==> config.mk <==
export PLATFORM = sky130hd
export DESIGN_NAME = tpcs_clock_gen
export DESIGN_NICKNAME = d
export VERILOG_FILES = /design/src/verilog/tpcs_clock_gen.v
export VERILOG_INCLUDE_DIRS = /design/src /design/src/verilog
export SDC_FILE = /design/constraint.sdc
export NUM_CORES = 1
export LEC_CHECK = 0
export ABC_AREA = 1
export BUFFER_PORTS_ARGS = -buffer_cell sky130_fd_sc_hd__buf_2
export CORE_ASPECT_RATIO = 1.1
export CORE_MARGIN = 2
export CORE_UTILIZATION = 35
export CTS_CLUSTER_DIAMETER = 50
export CTS_CLUSTER_SIZE = 14
export DETAILED_ROUTE_END_ITERATION = 10
export PLACE_DENSITY_LB_ADDON = 0.2
export RECOVER_POWER = 100
export SYNTH_ARGS = -nofsm -noshare
export SYNTH_HDL_FRONTEND = slang
export SYNTH_SLANG_ARGS = --single-unit
==> constraint.sdc <==
create_clock -name clk -period 1.62 [get_ports clk]
set_input_delay 0.243 -clock clk [delete_from_list [all_inputs] [get_ports clk]]
set_output_delay 0.243 -clock clk [all_outputs]
set_load 0.01 [all_outputs]
==> src/verilog/tpcs_map.vh <==
// Constants for the two-phase processor clock generator with stretching.
// Assumes a 20 MHz system clock; every figure here is shared by the design.
`ifndef TPCS_MAP_VH
`define TPCS_MAP_VH

// System clock period.
`define TPCS_CLK_PERIOD_NS   50

// Least high times of the processor phases and of each non-overlap gap.
`define TPCS_PH1_HIGH_NS     460
`define TPCS_PH2_HIGH_NS     465
`define TPCS_GAP_NS          50

// Cycle counts, rounded up because each figure is a least time.
`define TPCS_PH1_CYC  \
  ((`TPCS_PH1_HIGH_NS + `TPCS_CLK_PERIOD_NS - 1) / `TPCS_CLK_PERIOD_NS)
`define TPCS_PH2_CYC  \
  ((`TPCS_PH2_HIGH_NS + `TPCS_CLK_PERIOD_NS - 1) / `TPCS_CLK_PERIOD_NS)
`define TPCS_GAP_CYC  \
  ((`TPCS_GAP_NS + `TPCS_CLK_PERIOD_NS - 1) / `TPCS_CLK_PERIOD_NS)

// A refresh freeze lasts one whole processor clock period.
`define TPCS_FRZ_CYC  (`TPCS_PH1_CYC + `TPCS_PH2_CYC + 2 * `TPCS_GAP_CYC)

// Sequencer state codes.
`define TPCS_ST_PH1   3'h0
`define TPCS_ST_GAP1  3'h1
`define TPCS_ST_PH2   3'h2
`define TPCS_ST_STR   3'h3
`define TPCS_ST_GAP2  3'h4
`define TPCS_ST_FRZ   3'h5

// Reset values.
`define TPCS_STATE_RST  3'h4
`define TPCS_CNT_RST    5'h00
`define TPCS_SYNC_RST   2'h3
`define TPCS_OUT_RST    1'h0

`endif

==> src/verilog/tpcs_clock_gen.v <==
// Two-phase non-overlapping processor clock generator with refresh freeze
// and slow-memory stretch of the second phase.
// Assumes one free-running system clock; request and ready pins are
// asynchronous and are synchronised here before use.
`timescale 1ns/1ps
`include "tpcs_map.vh"

// Function
// - The two processor phases are never high at the same time.
// - Refresh request is sampled where the first phase would rise.
// - A request seen low holds the first phase high, the second low.
// - A refresh freeze lasts at least one whole processor period.
// - The refresh grant is high for as long as the freeze lasts.
// - A raised request is taken at the next first-phase rise instant.
// - The asynchronous refresh request is captured before it is used.
// - Memory ready is sampled where the second phase would rise.
// - A ready seen low holds the first phase low, the second high.
// - The stretch lasts until the slow memory controller raises ready.
// - The bus copy of the second phase follows the processor phase.
// - The dynamic-memory clock rises one gap ahead of the second phase.
// - Only the processor takes the second phase; others use the copy.
module tpcs_clock_gen (
  input  wire clk,
  input  wire rst_n,
  input  wire refresh_req_n,
  input  wire mem_ready,
  output reg  cpu_ph1,
  output reg  cpu_ph2,
  output reg  bus_ph2,
  output reg  dram_clk,
  output reg  refresh_grant,
  output reg  stretch_active
);

  localparam integer PH1_CYC = `TPCS_PH1_CYC;
  localparam integer PH2_CYC = `TPCS_PH2_CYC;
  localparam integer GAP_CYC = `TPCS_GAP_CYC;
  localparam integer FRZ_CYC = `TPCS_FRZ_CYC;

  localparam [2:0] ST_PH1  = `TPCS_ST_PH1;
  localparam [2:0] ST_GAP1 = `TPCS_ST_GAP1;
  localparam [2:0] ST_PH2  = `TPCS_ST_PH2;
  localparam [2:0] ST_STR  = `TPCS_ST_STR;
  localparam [2:0] ST_GAP2 = `TPCS_ST_GAP2;
  localparam [2:0] ST_FRZ  = `TPCS_ST_FRZ;

  wire [1:0] pin_in;
  wire [1:0] pin_sync;
  reg  [2:0] state_reg;
  reg  [2:0] state_next;
  reg  [4:0] cnt_reg;
  reg  [4:0] cnt_next;
  wire       req_low;
  wire       rdy_high;
  wire       cnt_done;

  // Load value for the dwell counter on entry to a state.
  function [4:0] tpcs_load;
    input [2:0] st;
    begin
      case (st)
        ST_PH1: begin
          tpcs_load = PH1_CYC[4:0] - 5'h01;
        end
        ST_PH2: begin
          tpcs_load = PH2_CYC[4:0] - 5'h01;
        end
        ST_GAP1: begin
          tpcs_load = GAP_CYC[4:0] - 5'h01;
        end
        ST_GAP2: begin
          tpcs_load = GAP_CYC[4:0] - 5'h01;
        end
        ST_STR: begin
          // A stretch has no dwell of its own; only ready ends it.
          tpcs_load = 5'h00;
        end
        ST_FRZ: begin
          tpcs_load = FRZ_CYC[4:0] - 5'h01;
        end
        default: begin
          tpcs_load = 5'h00;
        end
      endcase
    end
  endfunction

  // First phase is high in its own state and while frozen.
  function tpcs_ph1_on;
    input [2:0] st;
    begin
      case (st)
        ST_PH1: begin
          tpcs_ph1_on = 1'b1;
        end
        ST_FRZ: begin
          // Held high through the freeze so the core sees no edge.
          tpcs_ph1_on = 1'b1;
        end
        ST_GAP1: begin
          tpcs_ph1_on = 1'b0;
        end
        ST_PH2: begin
          tpcs_ph1_on = 1'b0;
        end
        ST_STR: begin
          tpcs_ph1_on = 1'b0;
        end
        ST_GAP2: begin
          tpcs_ph1_on = 1'b0;
        end
        default: begin
          tpcs_ph1_on = 1'b0;
        end
      endcase
    end
  endfunction

  // Second phase is high in its own state and while stretched.
  function tpcs_ph2_on;
    input [2:0] st;
    begin
      case (st)
        ST_PH2: begin
          tpcs_ph2_on = 1'b1;
        end
        ST_STR: begin
          // Held high while slow memory is not yet ready.
          tpcs_ph2_on = 1'b1;
        end
        ST_PH1: begin
          tpcs_ph2_on = 1'b0;
        end
        ST_GAP1: begin
          tpcs_ph2_on = 1'b0;
        end
        ST_GAP2: begin
          tpcs_ph2_on = 1'b0;
        end
        ST_FRZ: begin
          tpcs_ph2_on = 1'b0;
        end
        default: begin
          tpcs_ph2_on = 1'b0;
        end
      endcase
    end
  endfunction

  // Memory clock opens during the gap before the second phase.
  function tpcs_dram_on;
    input [2:0] st;
    begin
      case (st)
        ST_GAP1: begin
          tpcs_dram_on = 1'b1;
        end
        ST_PH2: begin
          tpcs_dram_on = 1'b1;
        end
        ST_STR: begin
          tpcs_dram_on = 1'b1;
        end
        ST_PH1: begin
          tpcs_dram_on = 1'b0;
        end
        ST_GAP2: begin
          tpcs_dram_on = 1'b0;
        end
        ST_FRZ: begin
          tpcs_dram_on = 1'b0;
        end
        default: begin
          tpcs_dram_on = 1'b0;
        end
      endcase
    end
  endfunction

  // Both pins come from other clock domains, so each meets two flip-flops
  // before any decision reads it.
  // Both reset to one, the idle level, so no false request follows reset.
  assign pin_in = {mem_ready, refresh_req_n};

  genvar gi;
  generate
    for (gi = 0; gi < 2; gi = gi + 1) begin : g_sync
      reg [1:0] stage_reg;
      always @(posedge clk) begin
        if (!rst_n) begin
          stage_reg <= `TPCS_SYNC_RST;
        end else begin
          stage_reg <= {stage_reg[0], pin_in[gi]};
        end
      end
      assign pin_sync[gi] = stage_reg[1];
    end
  endgenerate

  assign req_low  = ~pin_sync[0];
  assign rdy_high = pin_sync[1];
  assign cnt_done = (cnt_reg == 5'h00);

  // Sequencer. Stretches are only entered at a phase rising instant and
  // only left back into the same phase, so one stretch always completes
  // before the other can be looked at.
  always @* begin
    state_next = state_reg;
    case (state_reg)
      ST_PH1: begin
        if (cnt_done) begin
          state_next = ST_GAP1;
        end
      end
      ST_GAP1: begin
        if (cnt_done) begin
          if (!rdy_high) begin
            state_next = ST_STR;
          end else begin
            state_next = ST_PH2;
          end
        end
      end
      ST_STR: begin
        if (rdy_high) begin
          state_next = ST_PH2;
        end
      end
      ST_PH2: begin
        if (cnt_done) begin
          state_next = ST_GAP2;
        end
      end
      ST_GAP2: begin
        if (cnt_done) begin
          if (req_low) begin
            state_next = ST_FRZ;
          end else begin
            state_next = ST_PH1;
          end
        end
      end
      ST_FRZ: begin
        // The freeze is checked again only after a full period has gone
        // by, which is the next rising instant of the first phase.
        if (cnt_done && !req_low) begin
          state_next = ST_PH1;
        end
      end
      default: begin
        state_next = `TPCS_STATE_RST;
      end
    endcase
  end

  // Dwell counter: reloaded on every state entry and on a repeated freeze.
  always @* begin
    cnt_next = cnt_reg;
    if (state_next != state_reg) begin
      cnt_next = tpcs_load(state_next);
    end else if (cnt_done && state_reg == ST_FRZ) begin
      cnt_next = tpcs_load(ST_FRZ);
    end else if (!cnt_done) begin
      cnt_next = cnt_reg - 5'h01;
    end
  end

  always @(posedge clk) begin
    if (!rst_n) begin
      state_reg <= `TPCS_STATE_RST;
      cnt_reg   <= `TPCS_CNT_RST;
    end else begin
      state_reg <= state_next;
      cnt_reg   <= cnt_next;
    end
  end

  // Every output is decoded from the next state and registered, so all of
  // them change on the same edge and no combinational glitch reaches a pin.
  always @(posedge clk) begin
    if (!rst_n) begin
      cpu_ph1        <= `TPCS_OUT_RST;
      cpu_ph2        <= `TPCS_OUT_RST;
      bus_ph2        <= `TPCS_OUT_RST;
      dram_clk       <= `TPCS_OUT_RST;
      refresh_grant  <= `TPCS_OUT_RST;
      stretch_active <= `TPCS_OUT_RST;
    end else begin
      cpu_ph1  <= tpcs_ph1_on(state_next);
      cpu_ph2  <= tpcs_ph2_on(state_next);
      // A separate flop keeps the system load off the processor phase.
      bus_ph2  <= tpcs_ph2_on(state_next);
      dram_clk <= tpcs_dram_on(state_next);
      refresh_grant  <= (state_next == ST_FRZ);
      stretch_active <= (state_next == ST_STR);
    end
  end

endmodule

Word-level counts from Yosys, hierarchy flattened

Cells that the tools add are included.

Logic and storage cells: 46
Output and inout port bits: 6
Input port bits: 4
Register bits: 17

Equality and inequality tests: 11
Reduce and logical (&&, ||, !) cells: 9
$add $sub $neg: 1
Multiplexer cells: 16

Operators by type and width:

| cell                                                | number |
|---|---|
| two-way mux 3 bit                                   | 7 |
| case mux 3 bit (6 select lines)                     | 1 |
| two-way mux 5 bit                                   | 3 |
| equality test 3 x 2 -> 1 bit, second input constant | 4 |
| case mux 5 bit (2 select lines)                     | 1 |
| equality test 3 bit, second input constant          | 3 |
| equality test 3 x 1 -> 1 bit, second input constant | 2 |
| zero test 3 bit                                     | 2 |
| OR reduction 2 bit                                  | 3 |
| zero test 5 bit                                     | 1 |
| subtractor 5 x 1 -> 5 bit, second input constant    | 1 |
| two-way mux 1 bit                                   | 4 |
| != test 3 x 1 -> 1 bit, second input constant       | 1 |
| != test 3 bit                                       | 1 |
| OR reduction 3 bit                                  | 1 |
| logical AND 1 bit                                   | 2 |

Longest topological paths before layout

Gate-level depths: netlist of run 1.

Depth after elaboration: 8
Gate-level depth with buffers: 15
Mapped depth without buffers: 15

Worst setup path after synthesis of run 1

OpenSTA, ideal clock, no wires.

Path type: register -> register
Start: register cnt_reg[0]
End: register cnt_reg[3]
Stages on the path, launching flop included: 13
Arrival time: 1.500 ns
Setup time: 0.117 ns
Required time: 1.503 ns
Path buffers: 0
Path slack: 0.003 ns
Path through: dfxtp_1 > inv_1 > ha_1 > inv_1 > nor2_4 > nand3_2 > nand2_1 > a21oi_2 > nand3_4 > nor2_4 > nand2_1 > nand2_1 > nor2_1

Cells in the longest elaborated chain, start to end: 8

Ends and longest elaborated chain:

| what                                                            | RTL line             | text |
|---|---|---|
| start: declaration                                              | tpcs_clock_gen.v:51  | `reg [4:0] cnt_reg;` |
| start signal: assignment                                        | tpcs_clock_gen.v:271 | `` cnt_reg <= `TPCS_CNT_RST; `` |
| start signal: assignment                                        | tpcs_clock_gen.v:274 | `cnt_reg <= cnt_next;` |
| zero test 5 bit                                                 | tpcs_clock_gen.v:202 | `assign cnt_done = (cnt_reg == 5'h00);` |
| logical AND 1 bit                                               | tpcs_clock_gen.v:246 | `if (cnt_done && !req_low) begin` |
| two-way mux 3 bit                                               | tpcs_clock_gen.v:246 |  |
| case mux 3 bit (6 select lines)                                 | tpcs_clock_gen.v:209 | `case (state_reg)` |
| equality test 3 x 2 -> 1 bit or zero test 3 bit (tied branches) | tpcs_clock_gen.v:61  | `case (st)` |
| OR reduction 2 bit (no source line)                             | n/a                  |  |
| case mux 5 bit (2 select lines)                                 | tpcs_clock_gen.v:61  |  |
| two-way mux 5 bit                                               | tpcs_clock_gen.v:259 | `if (state_next != state_reg) begin` |

Several ways; a longest one is shown, not always the timed one. The select of a mux whose other input is x is not followed.
A chain may end at the register's enable or synchronous reset.

Final worst setup path of run 1

Start: register cnt_reg[0]
End: register cnt_reg[4]

Same word-level chain as after synthesis.

==> results of run 1 <==
==> critical path: cells and delay by family (launching register included) <==
family        cells  cell delay (ns)
simple gates     10             1.00
flops             1             0.34
fa+ha+maj         1             0.13
buf+inv           2             0.11
==> power by group <==
part	total, W	switching [W]	internal, W	leakage, nW
clock	0.000223	0.000132	0.0000915	0.0177
combinational	0.00191	0.00105	0.000861	0.369
sequential	0.000622	0.0000837	0.000538	0.141
==> kinds of logic after synthesis <==
kind of cell,synth area share
simple gates,0.392
flops,0.382
xor+xnor,0.0295
fa+ha+maj,0.0281
compound gates,0.0885
buf+inv,0.0800
==> layer usage <==
metal / part of all wire / global-route usage / vias up
met5: 0 / 0 / -
li1: - / - / 414
met2: 0.46 / 0.237 / 20
met4: 0.0071 / 0.0451 / 0
met3: 0.029 / 0.0160 / 2
met1: 0.50 / 0.201 / 364
==> synthesized netlist by cell type <==
master                     count
sky130_fd_sc_hd__buf_4         2
sky130_fd_sc_hd__o21ai_0       2
sky130_fd_sc_hd__nor3_1        4
sky130_fd_sc_hd__nor2_4        3
sky130_fd_sc_hd__nand2_1      18
sky130_fd_sc_hd__nor2_1       10
sky130_fd_sc_hd__xor2_1        1
sky130_fd_sc_hd__o211ai_2      1
sky130_fd_sc_hd__o22ai_1       1
sky130_fd_sc_hd__nand2_2       5
sky130_fd_sc_hd__a21oi_2       2
sky130_fd_sc_hd__nand3_2       4
sky130_fd_sc_hd__nand2_4       1
sky130_fd_sc_hd__dfxtp_1      17
sky130_fd_sc_hd__o21ai_1       1
sky130_fd_sc_hd__or2_2         4
sky130_fd_sc_hd__nand4_1       2
sky130_fd_sc_hd__nand3_1       7
sky130_fd_sc_hd__xnor2_1       2
sky130_fd_sc_hd__clkbuf_1      1
sky130_fd_sc_hd__nand3_4       2
sky130_fd_sc_hd__inv_2         1
sky130_fd_sc_hd__inv_1        13
sky130_fd_sc_hd__ha_1          2
sky130_fd_sc_hd__a21oi_1       4
sky130_fd_sc_hd__o211ai_1      1
==> worst max-delay path by stage <==
stage	from	to	slack (ns)	cells past startpoint
final	cnt_reg[0]	cnt_reg[4]	-0.06	13
after global routing	cnt_reg[0]	cnt_reg[3]	-0.21	15
after CTS	cnt_reg[0]	cnt_reg[4]	-0.10	15
after detailed placement	cnt_reg[1]	cnt_reg[3]	-0.13	15
after global placement	cnt_reg[1]	cnt_reg[3]	-0.10	15
after floorplan	cnt_reg[0]	cnt_reg[3]	0.003	12
==> repair_timing <==
action	CTS	global route
resized for setup	10	2
buffers inserted	1	0
pin swaps	6	3
setup endpoints to repair	5	10
==> cell type report <==
class / count / area share
multi-input cells: 77 / 0.439
flip-flops and latches: 17 / 0.300
repair buffers: 28 / 0.158
inverters: 14 / 0.0460
well taps: 31 / 0.0339
clock buffers: 3 / 0.0197
clock inverters: 1 / 0.00438
==> through the flow <==
| stage | setup WS, ns | utilization | total power, W | instance area (um2) |
|---|---|---|---|---|
| floorplan | 0.00313 | - | 0.00181 | 891 |
| global placement | -0.102 | 0.446 | 0.00245 | 1090 |
| detailed placement | -0.125 | 0.446 | 0.00246 | 1090 |
| CTS | -0.101 | 0.470 | 0.00278 | 1150 |
| global route | -0.210 | 0.467 | 0.00305 | 1140 |
| finish | -0.0623 | 0.467 | 0.00276 | 1140 |
==> run summary, run 1 <==
The worst clock skew on the final layout is around 0.0038 ns. The mapped netlist covers 891 um2. Setup repair after global routing could not meet its margin everywhere. The initial core utilization is 0.364. The die outline width came out at roughly 52 um. The worst hold path was traced through 2 stages.

The count of pins over their slew limit was 0. The worst register-to-register path begins at cnt_reg[0]. The share of final-layout standard cells stronger than drive strength 1 came out at 0.414.

The number of H-tree levels is 1. The clock tree from TritonCTS is done. Setup violations remaining at the end of the flow were counted as 5. The number of remaining DRC errors came out at 0. The clock period minus final worst setup slack came out at around 1.7 ns. The top cell types in the final layout, fill and taps aside, are sky130_fd_sc_hd__buf_4 (19), sky130_fd_sc_hd__nand2_1 (16), sky130_fd_sc_hd__dfxtp_1 (15), sky130_fd_sc_hd__nor2_1 (10), sky130_fd_sc_hd__inv_1 (9). STA classifies the critical path endpoint as a flop. The final reports fail on setup timing.

Input and output buffers added on the ports amount to 9. On the final layout, the worst hold slack is approximately 0.14 ns. The leakage dissipation came out at ~0.53 nW.

At the pin with the least slew margin, the transition time is around 0.37 ns. The number of detailed-route iterations in the first pass came out at 4. The startpoint identified for the worst hold timing path is mem_ready. The via count of the first global-routing pass is 770. The number of buffers created by CTS is 3.

The delay contributed by the slowest stage of the critical path came out at about 0.34 ns. For hold timing, the worst endpoint is g_sync[1].stage_reg[0]. The final layout contains ~150 nets.

The register with the most flip-flops in the layout has 5 of them. The worst setup margin came out at -0.0623 ns. During synthesis, Yosys emitted a total of 0 warnings. The count of hold-fix buffers inserted at cts is 0. The final-report hold violation count came to 0. The number of antenna violations at the first check in global routing came to 0. Clock-pin slew was measured on the worst setup and hold paths at around 0.10 ns. The number of I/O pins is 10. STA classifies the critical path startpoint as a flop.

At the end of routability-driven placement, the weighted congestion stood at 0.914. The number of sinks handled by clock tree synthesis is 17. The mean cell area of the mapped netlist is ~8.0 um2. The number of DRC markers in iteration 0 came out at 17. The synthesized netlist net count is between 100 and 150. The diode insertion count for antenna repair is 0.

The slowest stage of the critical path is the sky130_fd_sc_hd__dfxtp_2 cell. The total core area came out at approximately 2400 um2. In this run the worst path has a maximum fanout of 6. After detailed routing, the number of vias per cell comes to roughly 4.7. For this run, the number of standard cells in the final layout without fillers is 171. Data on the critical path is required at its endpoint by approximately 1.8 ns.

The first global-routing pass estimated around 3.3 mm of wire. The part of the Yosys area used for sequential elements is 0.382. The worst supply voltage drop on vdd is ~1.4 mV.

The register-to-register setup slack is -0.06 ns. Ranked by total cell area, the synthesized netlist is headed by sky130_fd_sc_hd__dfxtp_1 (38%), sky130_fd_sc_hd__nand2_1 (7.6%), sky130_fd_sc_hd__inv_1 (5.5%). Across the run, the number of max-cap violations was 0.

The clock tree root buffer cell is sky130_fd_sc_hd__clkbuf_4. The filler cell count came out at between 200 and 250. The capture point of the worst reg-to-reg path is cnt_reg[4]. The worst register-to-register path has a depth of 13. The routed layout has 800 vias.

The achievable frequency came out at slightly below 600 MHz. The later pin in the worst-skew pair is clocked with a latency of approximately 0.28 ns. The area growth from synthesis to final layout is 28.4%.

Dividing the final minimum period by the clock period gives 1.04. The number of library cell types mapped by synthesis came out at 26. The area taken by multi-input logic gates came out at 502 um2.

The count of antenna-violating nets left after detailed routing is 0. The run finished, with violations left. Summed over all instances, the cell type with the most area after synthesis is sky130_fd_sc_hd__dfxtp_1.

The share of synthesized area in the top cell type comes to 0.382. Once placement completed, the tool counted placed cells totaling approximately 170. Summed over all failing endpoints, the final setup total negative slack is -0.244 ns.

The most common library cell in the layout ignoring fill and taps is sky130_fd_sc_hd__buf_4. The largest net degree at the start of global routing is 14. The die is 56.9 um tall. The worst hold path belongs to the class in2reg. The power density over the cells came out at about 2400 nW/um2. The global-route congestion overflow total came out at 0. The row count is 19. The worst pin sits at a relative slew slack of 0.756.

Traced cell by cell, the critical path runs through inv_2, ha_4, inv_2, nor2_4, nand3_1, nand2_2, nand3_4, nand3_2, nand3_4, nor2_4, nand2_2, nand2_1, nor2_1. The number of synthesized register bits came out at 17. The register area is between 300 and 400 um2. No sink is reached through more buffers than the 2 on the longest clock path.

The routed wire length per instance is around 11 um. The critical path is of the reg2reg type. The data arrival time of the critical path came out at ~1.9 ns. The total track usage came out at 0.146.

The HPWL after detailed placement came out at roughly 1.5 mm. The die covers 2970 um2. Synthesis produced 111 cells. The total wirelength of the detailed-routed design came out at 1.83 mm.
Note: power is estimated with default switching activity, not from simulation.
==> run 2, diff against run 1 <==
- GPL_TIMING_DRIVEN: default -> 0
- MAX_ROUTING_LAYER: default -> met4
==> run 2 against run 1 <==
  * Worst setup slack got worse by 0.053 ns
  * Global-route usage increased by 0.49 points
  * Largest cell class unchanged
  * Largest power group unchanged
  * The run still ends with setup timing left
  * Via count decreased by 1.6%
  * Sequential share of layout area increased by 1.1 points
  * Clock-buffer cell count increased by 1
  * Clock power decreased by 3%
==> run summary, run 2 (synthesis results as in run 1) <==
The register area is 343 um2 (unchanged). The vertical extent of the die was 56.9 um (unchanged). The die outline width is 52.1 um (unchanged). The element type at the critical path start is a flop. The tree is rooted in a sky130_fd_sc_hd__clkbuf_4. The library cells used most frequently in the layout, excluding fill and tap cells, are sky130_fd_sc_hd__nand2_1 (16), sky130_fd_sc_hd__dfxtp_1 (15), sky130_fd_sc_hd__buf_4 (12), sky130_fd_sc_hd__inv_1 (10), sky130_fd_sc_hd__nor2_1 (9). The clock period minus final worst setup slack came out at 1.74 ns (+0.0531 ns). For this design, the slowest cell found on the critical path is sky130_fd_sc_hd__dfxtp_2. The family of cells with the greatest summed delay on the critical path is simple AND/OR/NAND/NOR gates. Counting stages on the worst path, the most repeated cell is sky130_fd_sc_hd__nand2_2.

By startpoint and endpoint, the worst setup path is classified as reg2reg. The power density over the cells is 2350 nW/um2 (-2.5%). The worst supply voltage drop on vdd came out at 1.22 mV (-11%). The final reports fail on setup timing. The number of max-cap violations came out at 0 (unchanged). The number of detailed-route iterations in the first pass is 4 (unchanged). The delay contributed by the slowest stage of the critical path is 0.34 ns (about the same). Leaving out fill and tap cells, the most frequent cell in the layout is sky130_fd_sc_hd__nand2_1.

The flip-flop count of the largest register, all copies and words added came to 5 (unchanged). The worst-case reg-to-reg path depth came out at 13 (unchanged). The number of buffers created by CTS is 3 (unchanged). The die footprint was 2970 um2 (unchanged). The number of buffers inserted by port buffering is 9 (unchanged). The number of H-tree levels came out at 1 (unchanged).

The number of antenna violations at the first check in global routing came out at 0 (unchanged). The total cell area at the placement stage came out at 975 um2 (-11%). The worst slack after detailed placement is -0.201 ns (-0.0763 ns). The global-route congestion overflow total is 0 (unchanged). The total wirelength of the detailed-routed design is 1.84 mm (+0.55%). The worst register-to-register path begins at cnt_reg[1].

The number of DRC markers in iteration 0 is 33 (+16). The via count of the first global-routing pass came out at 778 (+1.0%). The portion of the clock cycle consumed by the worst path in the final layout is 1.07 (+0.0328).

The slew of the pin with the lowest slew margin is 0.372 ns (+0.00549 ns). The post-detailed-route via-to-cell ratio came out at 4.77 (+2.0%). The largest net degree at the start of global routing came out at 11 (-3). The number of nets in the finished design was 141 (-4.1%). The buffering stage count on the worst path with inverters included is 2 (unchanged). The post-route cell area is 1100 um2 (-3.5%).

Setup repair after global routing could not meet its margin everywhere. The leakage dissipation is 0.496 nW (-5.9%). The clock tree from TritonCTS is done.

The final-report hold violation count is 0 (unchanged). The worst hold path belongs to the class in2reg. The diode insertion count for antenna repair came out at 0 (unchanged). The share of final-layout standard cells stronger than drive strength 1 is 0.373 (-0.0412). The data arrival time of the critical path came out at 1.91 ns (+0.06 ns). The number of sinks handled by clock tree synthesis came out at 17 (unchanged). The register-to-register setup slack is -0.12 ns (-0.05 ns). The area growth from synthesis to final layout came out at 23.9%. The maximum fanout along the worst path came out at 6 (unchanged). The row count was 19 (unchanged). The worst clock skew on the final layout is 0.00255 ns (-0.00127 ns). The total core area was 2450 um2 (unchanged).

The required arrival time at the worst endpoint came out at 1.79 ns (about the same). The overall via count from detail_route came out at 787 (-1.6%). The global placement routability congestion came out at 0.862 (-5.7%). The area taken by multi-input logic gates came to 512 um2 (+2.0%). The path with the worst hold slack has its endpoint at g_sync[1].stage_reg[0]. The number of remaining DRC errors came out at 0 (unchanged). In this run the most critical hold path is launched from mem_ready. The achievable frequency is 576 MHz (-3.1%). The number of buffers on the longest clock path came out at 2 (unchanged).

The global-route wire length before repair came out at 3.37 mm (+0.63%). The HPWL after detailed placement is 1.31 mm (-9.8%). The worst setup margin is -0.115 ns (-0.0531 ns). STA classifies the critical path endpoint as a flop. The number of cells on the worst hold path was 2 (unchanged). The total track usage is 0.151 (+0.00493). The count of antenna-violating nets left after detailed routing was 0 (unchanged). The clock-pin transition on the worst setup and hold timing paths is 0.09 ns (about the same). The filler cell count came out at 262 (+9.6%). The initial core utilization is 0.364 (unchanged). The total setup violations reported at the end of the flow is 5 (unchanged). The relative max-transition margin came out at 0.752 (-0.00339). The routed wire length per instance is 11.2 um (+4.2%). The number of I/O pins is 10 (unchanged). The endpoint identified for the worst register-to-register timing path is cnt_reg[2].

The insertion delay of the later-clocked pin in the worst-skew pair came out at 0.28 ns (about the same). Walking the worst path, the cells encountered are inv_2, ha_4, inv_2, nor2_4, nand3_1, nand2_2, nand3_4, nand3_2, nand3_4, nor2_4, nand2_2, nand2_2, a21oi_2. The flow ran to the end, but the final reports show violations. The count of pins over their slew limit came out at 0 (unchanged). The total negative slack for setup checks came out at -0.518 ns (-0.274 ns).
## run 2: what timing repair did
| item | 4_1_cts | 5_1_grt |
|---|---|---|
| setup buffers | 8 | 2 |
| hold buffers | 0 | 0 |
| endpoints found under the setup margin | 7 | 8 |
| gates resized for setup | 11 | 1 |
| pin swaps | 6 | 5 |
## run 2: worst max path at each step
stage                    start    endpoint  slack, ns  depth (start not counted)
floorplan           cnt_reg[0]  cnt_reg[3]      0.003                         12
global placement    cnt_reg[0]  cnt_reg[3]      -0.19                         12
detailed placement  cnt_reg[0]  cnt_reg[3]      -0.20                         12
CTS                 cnt_reg[1]  cnt_reg[4]      -0.13                         15
global route        cnt_reg[1]  cnt_reg[3]      -0.26                         13
finish              cnt_reg[1]  cnt_reg[2]      -0.12                         13
## run 2: per-stage QoR
step	power, W	std cells	hold slack [ns]	utilization
4_1_cts	0.00255	163	0.138	0.447
3_3_place_gp	0.00209	151	0.397	0.398
5_1_grt	0.00283	165	0.144	0.451
2_1_floorplan	0.00181	111	0.332	-
3_5_place_dp	0.00210	151	0.407	0.398
6_report	0.00259	165	0.141	0.451
## run 2: report_power, final
part | switching, W | total (W) | internal [W] | leakage [nW]
clock network | 0.000121 | 0.000216 | 0.0000953 | 0.0150
logic | 0.00107 | 0.00177 | 0.000698 | 0.341
registers | 0.0000678 | 0.000606 | 0.000538 | 0.141
total | 0.00126 | 0.00259 | 0.00133 | 0.496
## run 2: worst reg2reg max path, stage by stage, from the launching register on
cell                      delay (ns)
sky130_fd_sc_hd__dfxtp_2        0.34
sky130_fd_sc_hd__inv_2          0.07
sky130_fd_sc_hd__ha_4           0.13
sky130_fd_sc_hd__inv_2          0.04
sky130_fd_sc_hd__nor2_4         0.15
sky130_fd_sc_hd__nand3_1        0.15
sky130_fd_sc_hd__nand2_2        0.11
sky130_fd_sc_hd__nand3_4        0.10
sky130_fd_sc_hd__nand3_2        0.10
sky130_fd_sc_hd__nand3_4        0.12
sky130_fd_sc_hd__nor2_4         0.14
sky130_fd_sc_hd__nand2_2        0.07
sky130_fd_sc_hd__nand2_2        0.09
sky130_fd_sc_hd__a21oi_2        0.04
## run 2: cell type report
type | count | area share
Clock buffer | 4 | 0.0238
Inverter | 14 | 0.0476
Timing Repair Buffer | 19 | 0.102
Tap cell | 31 | 0.0351
Buffer | 3 | 0.0170
Multi-Input combinational cell | 77 | 0.464
Sequential cell | 17 | 0.311
## run 2: layer usage
metal | up-vias | part of all wire | global-route usage
met5 | - | 0 | -
li1 | 405 | - | -
met4 | 0 | 0.021 | 0.0639
met1 | 364 | 0.45 | 0.186
met2 | 14 | 0.50 | 0.239
met3 | 4 | 0.027 | 0.0266
==> run 3, diff against run 2 <==
- SKIP_CTS_REPAIR_TIMING: default -> 1
==> run 3 against run 2 <==
  * The run still ends with setup timing left
  * Fmax fell by 5.2%
  * Global-route usage decreased by 1.5 points
  * Sequential power grew 0.8%
  * Worst setup slack lost 0.094 ns
  * Sequential share of layout area is 0.11 points lower
==> run summary, run 3 (synthesis results as in run 1) <==
The worst slack after detailed placement was -0.201 ns (unchanged). For this design, the slowest cell found on the critical path is sky130_fd_sc_hd__dfxtp_2. The global placement routability congestion came out at 0.862 (unchanged).

The proportion of power drawn by the clock network came out at 0.083 (about the same). The worst clock skew on the final layout came out at 0.00118 ns (-0.00137 ns). The total track usage came out at 0.136 (-0.0150). The flow ran to the end, but the final reports show violations. The total wirelength of the detailed-routed design is 1.81 mm (-2.1%). The die outline width is 52.1 um (unchanged).

The row count is 19 (unchanged). The number of DRC markers in iteration 0 is 20 (-39%). The number of buffers on the longest clock path is 2 (unchanged).

The number of I/O pins is 10 (unchanged). The relative max-transition margin is 0.733 (-0.0190). The routed wire length per instance came to 11.2 um (+0.37%). The vertical extent of the die is 56.9 um (unchanged).

The number of cells on the worst hold path is 2 (unchanged). The worst-case reg-to-reg path depth is 15 (+2). The global-route congestion overflow total came out at 0 (unchanged).

The required arrival time at the worst endpoint came out at 1.79 ns (about the same). The internal power of the cells is 0.00133 W (-0.32%). The register-to-register setup slack is -0.21 ns (-0.09 ns).

The tightest min-delay check is of the in2reg type. The count of antenna-violating nets left after detailed routing came out at 0 (unchanged). The slew of the pin with the lowest slew margin came out at 0.400 ns (+0.0284 ns). The number of H-tree levels is 1 (unchanged). The worst reg2reg path startpoint is cnt_reg[0]. The buffering stage count on the worst path with inverters included came out at 2 (unchanged).

The area growth from synthesis to final layout came out at 24.3%. The switching share of power came out at 0.494 (+0.00699). The tree is rooted in a sky130_fd_sc_hd__clkbuf_4. The relative contribution of sequential cells to total power came to 0.233 (about the same). The share of final-layout standard cells stronger than drive strength 1 is 0.369 (-0.00390). The number of detailed-route iterations in the first pass was 4 (unchanged). The insertion delay of the later-clocked pin in the worst-skew pair is 0.28 ns (about the same).

The signal on the critical path passes through inv_2, ha_4, inv_2, nor2_4, nand2_4, nand2_4, nand2_4, nand3_4, nand2_4, nand2_4, nand3_4, nor2_4, nand2_2, nand2_2, a21oi_2. The power density over the cells was 2370 nW/um2 (+0.71%). The flip-flop count of the largest register, all copies and words added was 5 (unchanged). The data arrival time of the critical path is 2.00 ns (+0.09 ns). The clock-pin transition on the worst setup and hold timing paths is 0.09 ns (about the same).

The final reports fail on setup timing. The global-route wire length before repair is 3.04 mm (-9.7%). The worst setup path is of the reg2reg kind.

The endpoint type of the worst setup path is a flop. TritonCTS built the clock tree. The clock period minus final worst setup slack is 1.83 ns (+0.0944 ns).

The top cell types in the final layout, fill and taps aside, are sky130_fd_sc_hd__nand2_1 (15), sky130_fd_sc_hd__dfxtp_1 (15), sky130_fd_sc_hd__inv_1 (10), sky130_fd_sc_hd__clkbuf_1 (9), sky130_fd_sc_hd__nor2_1 (9). The number of max-cap violations came out at 0 (unchanged). The maximum fanout along the worst path is 6 (unchanged). The portion of the clock cycle consumed by the worst path in the final layout came to 1.13 (+0.0583). The diode insertion count for antenna repair is 0 (unchanged).

Setup repair after global routing could not meet its margin everywhere. The number of sinks handled by clock tree synthesis is 17 (unchanged). In this design, the critical path's most frequently occurring cell is sky130_fd_sc_hd__nand2_4.

The number of antenna violations at the first check in global routing came to 0 (unchanged). The tightest hold margin is 0.142 ns (+0.000661 ns). The via count of the first global-routing pass is 714 (-8.2%). The most critical setup path has its startpoint at cnt_reg[0]. The worst supply voltage drop on vdd came out at 1.26 mV (+3.8%). The initial core utilization is 0.364 (unchanged). The overall via count from detail_route came out at 776 (-1.4%).

The delay contributed by the slowest stage of the critical path is 0.35 ns (about the same). The leakage dissipation came out at 0.491 nW (-1.0%). The final-report hold violation count came out at 0 (unchanged).

The total setup violations reported at the end of the flow is 6 (+1). The total core area came to 2450 um2 (unchanged). The post-route cell area came out at 1110 um2 (+0.34%).

The number of buffers inserted by port buffering is 9 (unchanged). The cell family contributing the most delay on the critical path is simple AND/OR/NAND/NOR gates. The number of buffers created by CTS came to 3 (unchanged).

The total cell area at the placement stage is 975 um2 (unchanged). The HPWL after detailed placement came out at 1.31 mm (unchanged). The post-detailed-route via-to-cell ratio is 4.82 (+1.1%). The count of pins over their slew limit is 0 (unchanged). The capture point of the worst reg-to-reg path is cnt_reg[2]. The total negative slack for setup checks came to -1.04 ns (-0.526 ns). The worst setup margin is -0.210 ns (-0.0944 ns).

The largest net degree at the start of global routing is 11 (unchanged). The part of the power in combinational logic came to 0.684 (about the same). The worst hold path startpoint is mem_ready. The die footprint was 2970 um2 (unchanged). The number of nets in the finished design came out at 137 (-2.8%).

The achievable frequency came out at 547 MHz (-5.2%). STA classifies the critical path startpoint as a flop. The worst-case hold path end point is g_sync[1].stage_reg[0].

The switching power total is 0.00129 W (+2.5%). The number of remaining DRC errors is 0 (unchanged).
==> run 3: cell count changes in the layout (fill, tap and decap cells not counted), sizes merged <==
cell    before  now
buf         15   10
clkbuf      11   12
==> run 3: layout make-up <==
class | count | area (um2)
inverter | 14 | 52.6
sequential | 17 | 343
tap | 31 | 38.8
multi-input combinational | 77 | 547
buffer | 3 | 18.8
fill | 258 | 1340
clock buffer | 4 | 26.3
timing repair buffer | 15 | 81.3
==> run 3: how the worst max path moves through the flow <==
| stage | end | slack (ns) | cells after the start |
|---|---|---|---|
| after global placement | cnt_reg[3] | -0.19 | 12 |
| after floorplan | cnt_reg[3] | 0.003 | 12 |
| after CTS | cnt_reg[3] | -0.23 | 12 |
| final | cnt_reg[2] | -0.21 | 15 |
| after detailed placement | cnt_reg[3] | -0.20 | 12 |
| after global routing | cnt_reg[3] | -0.35 | 15 |
==> run 3: metal layers <==
| metal | routed length, um | share of wire | GRT usage | vias to the layer above |
|---|---|---|---|---|
| met5 | 0 | 0 | - | - |
| met1 | 839 | 0.46 | 0.170 | 368 |
| met4 | 19 | 0.011 | 0.0526 | 0 |
| met3 | 38 | 0.021 | 0.0266 | 2 |
| met2 | 908 | 0.50 | 0.213 | 10 |
| li1 | - | - | - | 396 |
==> run 3: power groups by stage <==
stage / registers [W] / clock network, W / logic (W)
after floorplan: 0.000625 / 0 / 0.00119
after global placement: 0.000611 / 0 / 0.00148
after detailed placement: 0.000612 / 0 / 0.00148
after CTS: 0.000604 / 0.000222 / 0.00150
after global routing: 0.000626 / 0.000235 / 0.00199
final: 0.000611 / 0.000218 / 0.00179
==> run 3: per-stage QoR <==
stage | instances | power (W) | util
global placement | 151 | 0.00209 | 0.398
finish | 161 | 0.00262 | 0.452
CTS | 155 | 0.00232 | 0.409
detailed placement | 151 | 0.00210 | 0.398
global route | 161 | 0.00285 | 0.452
floorplan | 111 | 0.00181 | -
==> run 3: worst register-to-register path: cells and delay by family (launching register included) <==
kind | cells | cell delay, ns
AND/OR/NAND/NOR | 11 | 1.11
flip-flops | 1 | 0.35
buffers and inverters | 2 | 0.12
adder cells (fa/ha/maj) | 1 | 0.12
AO/OA/AOI/OAI | 1 | 0.04
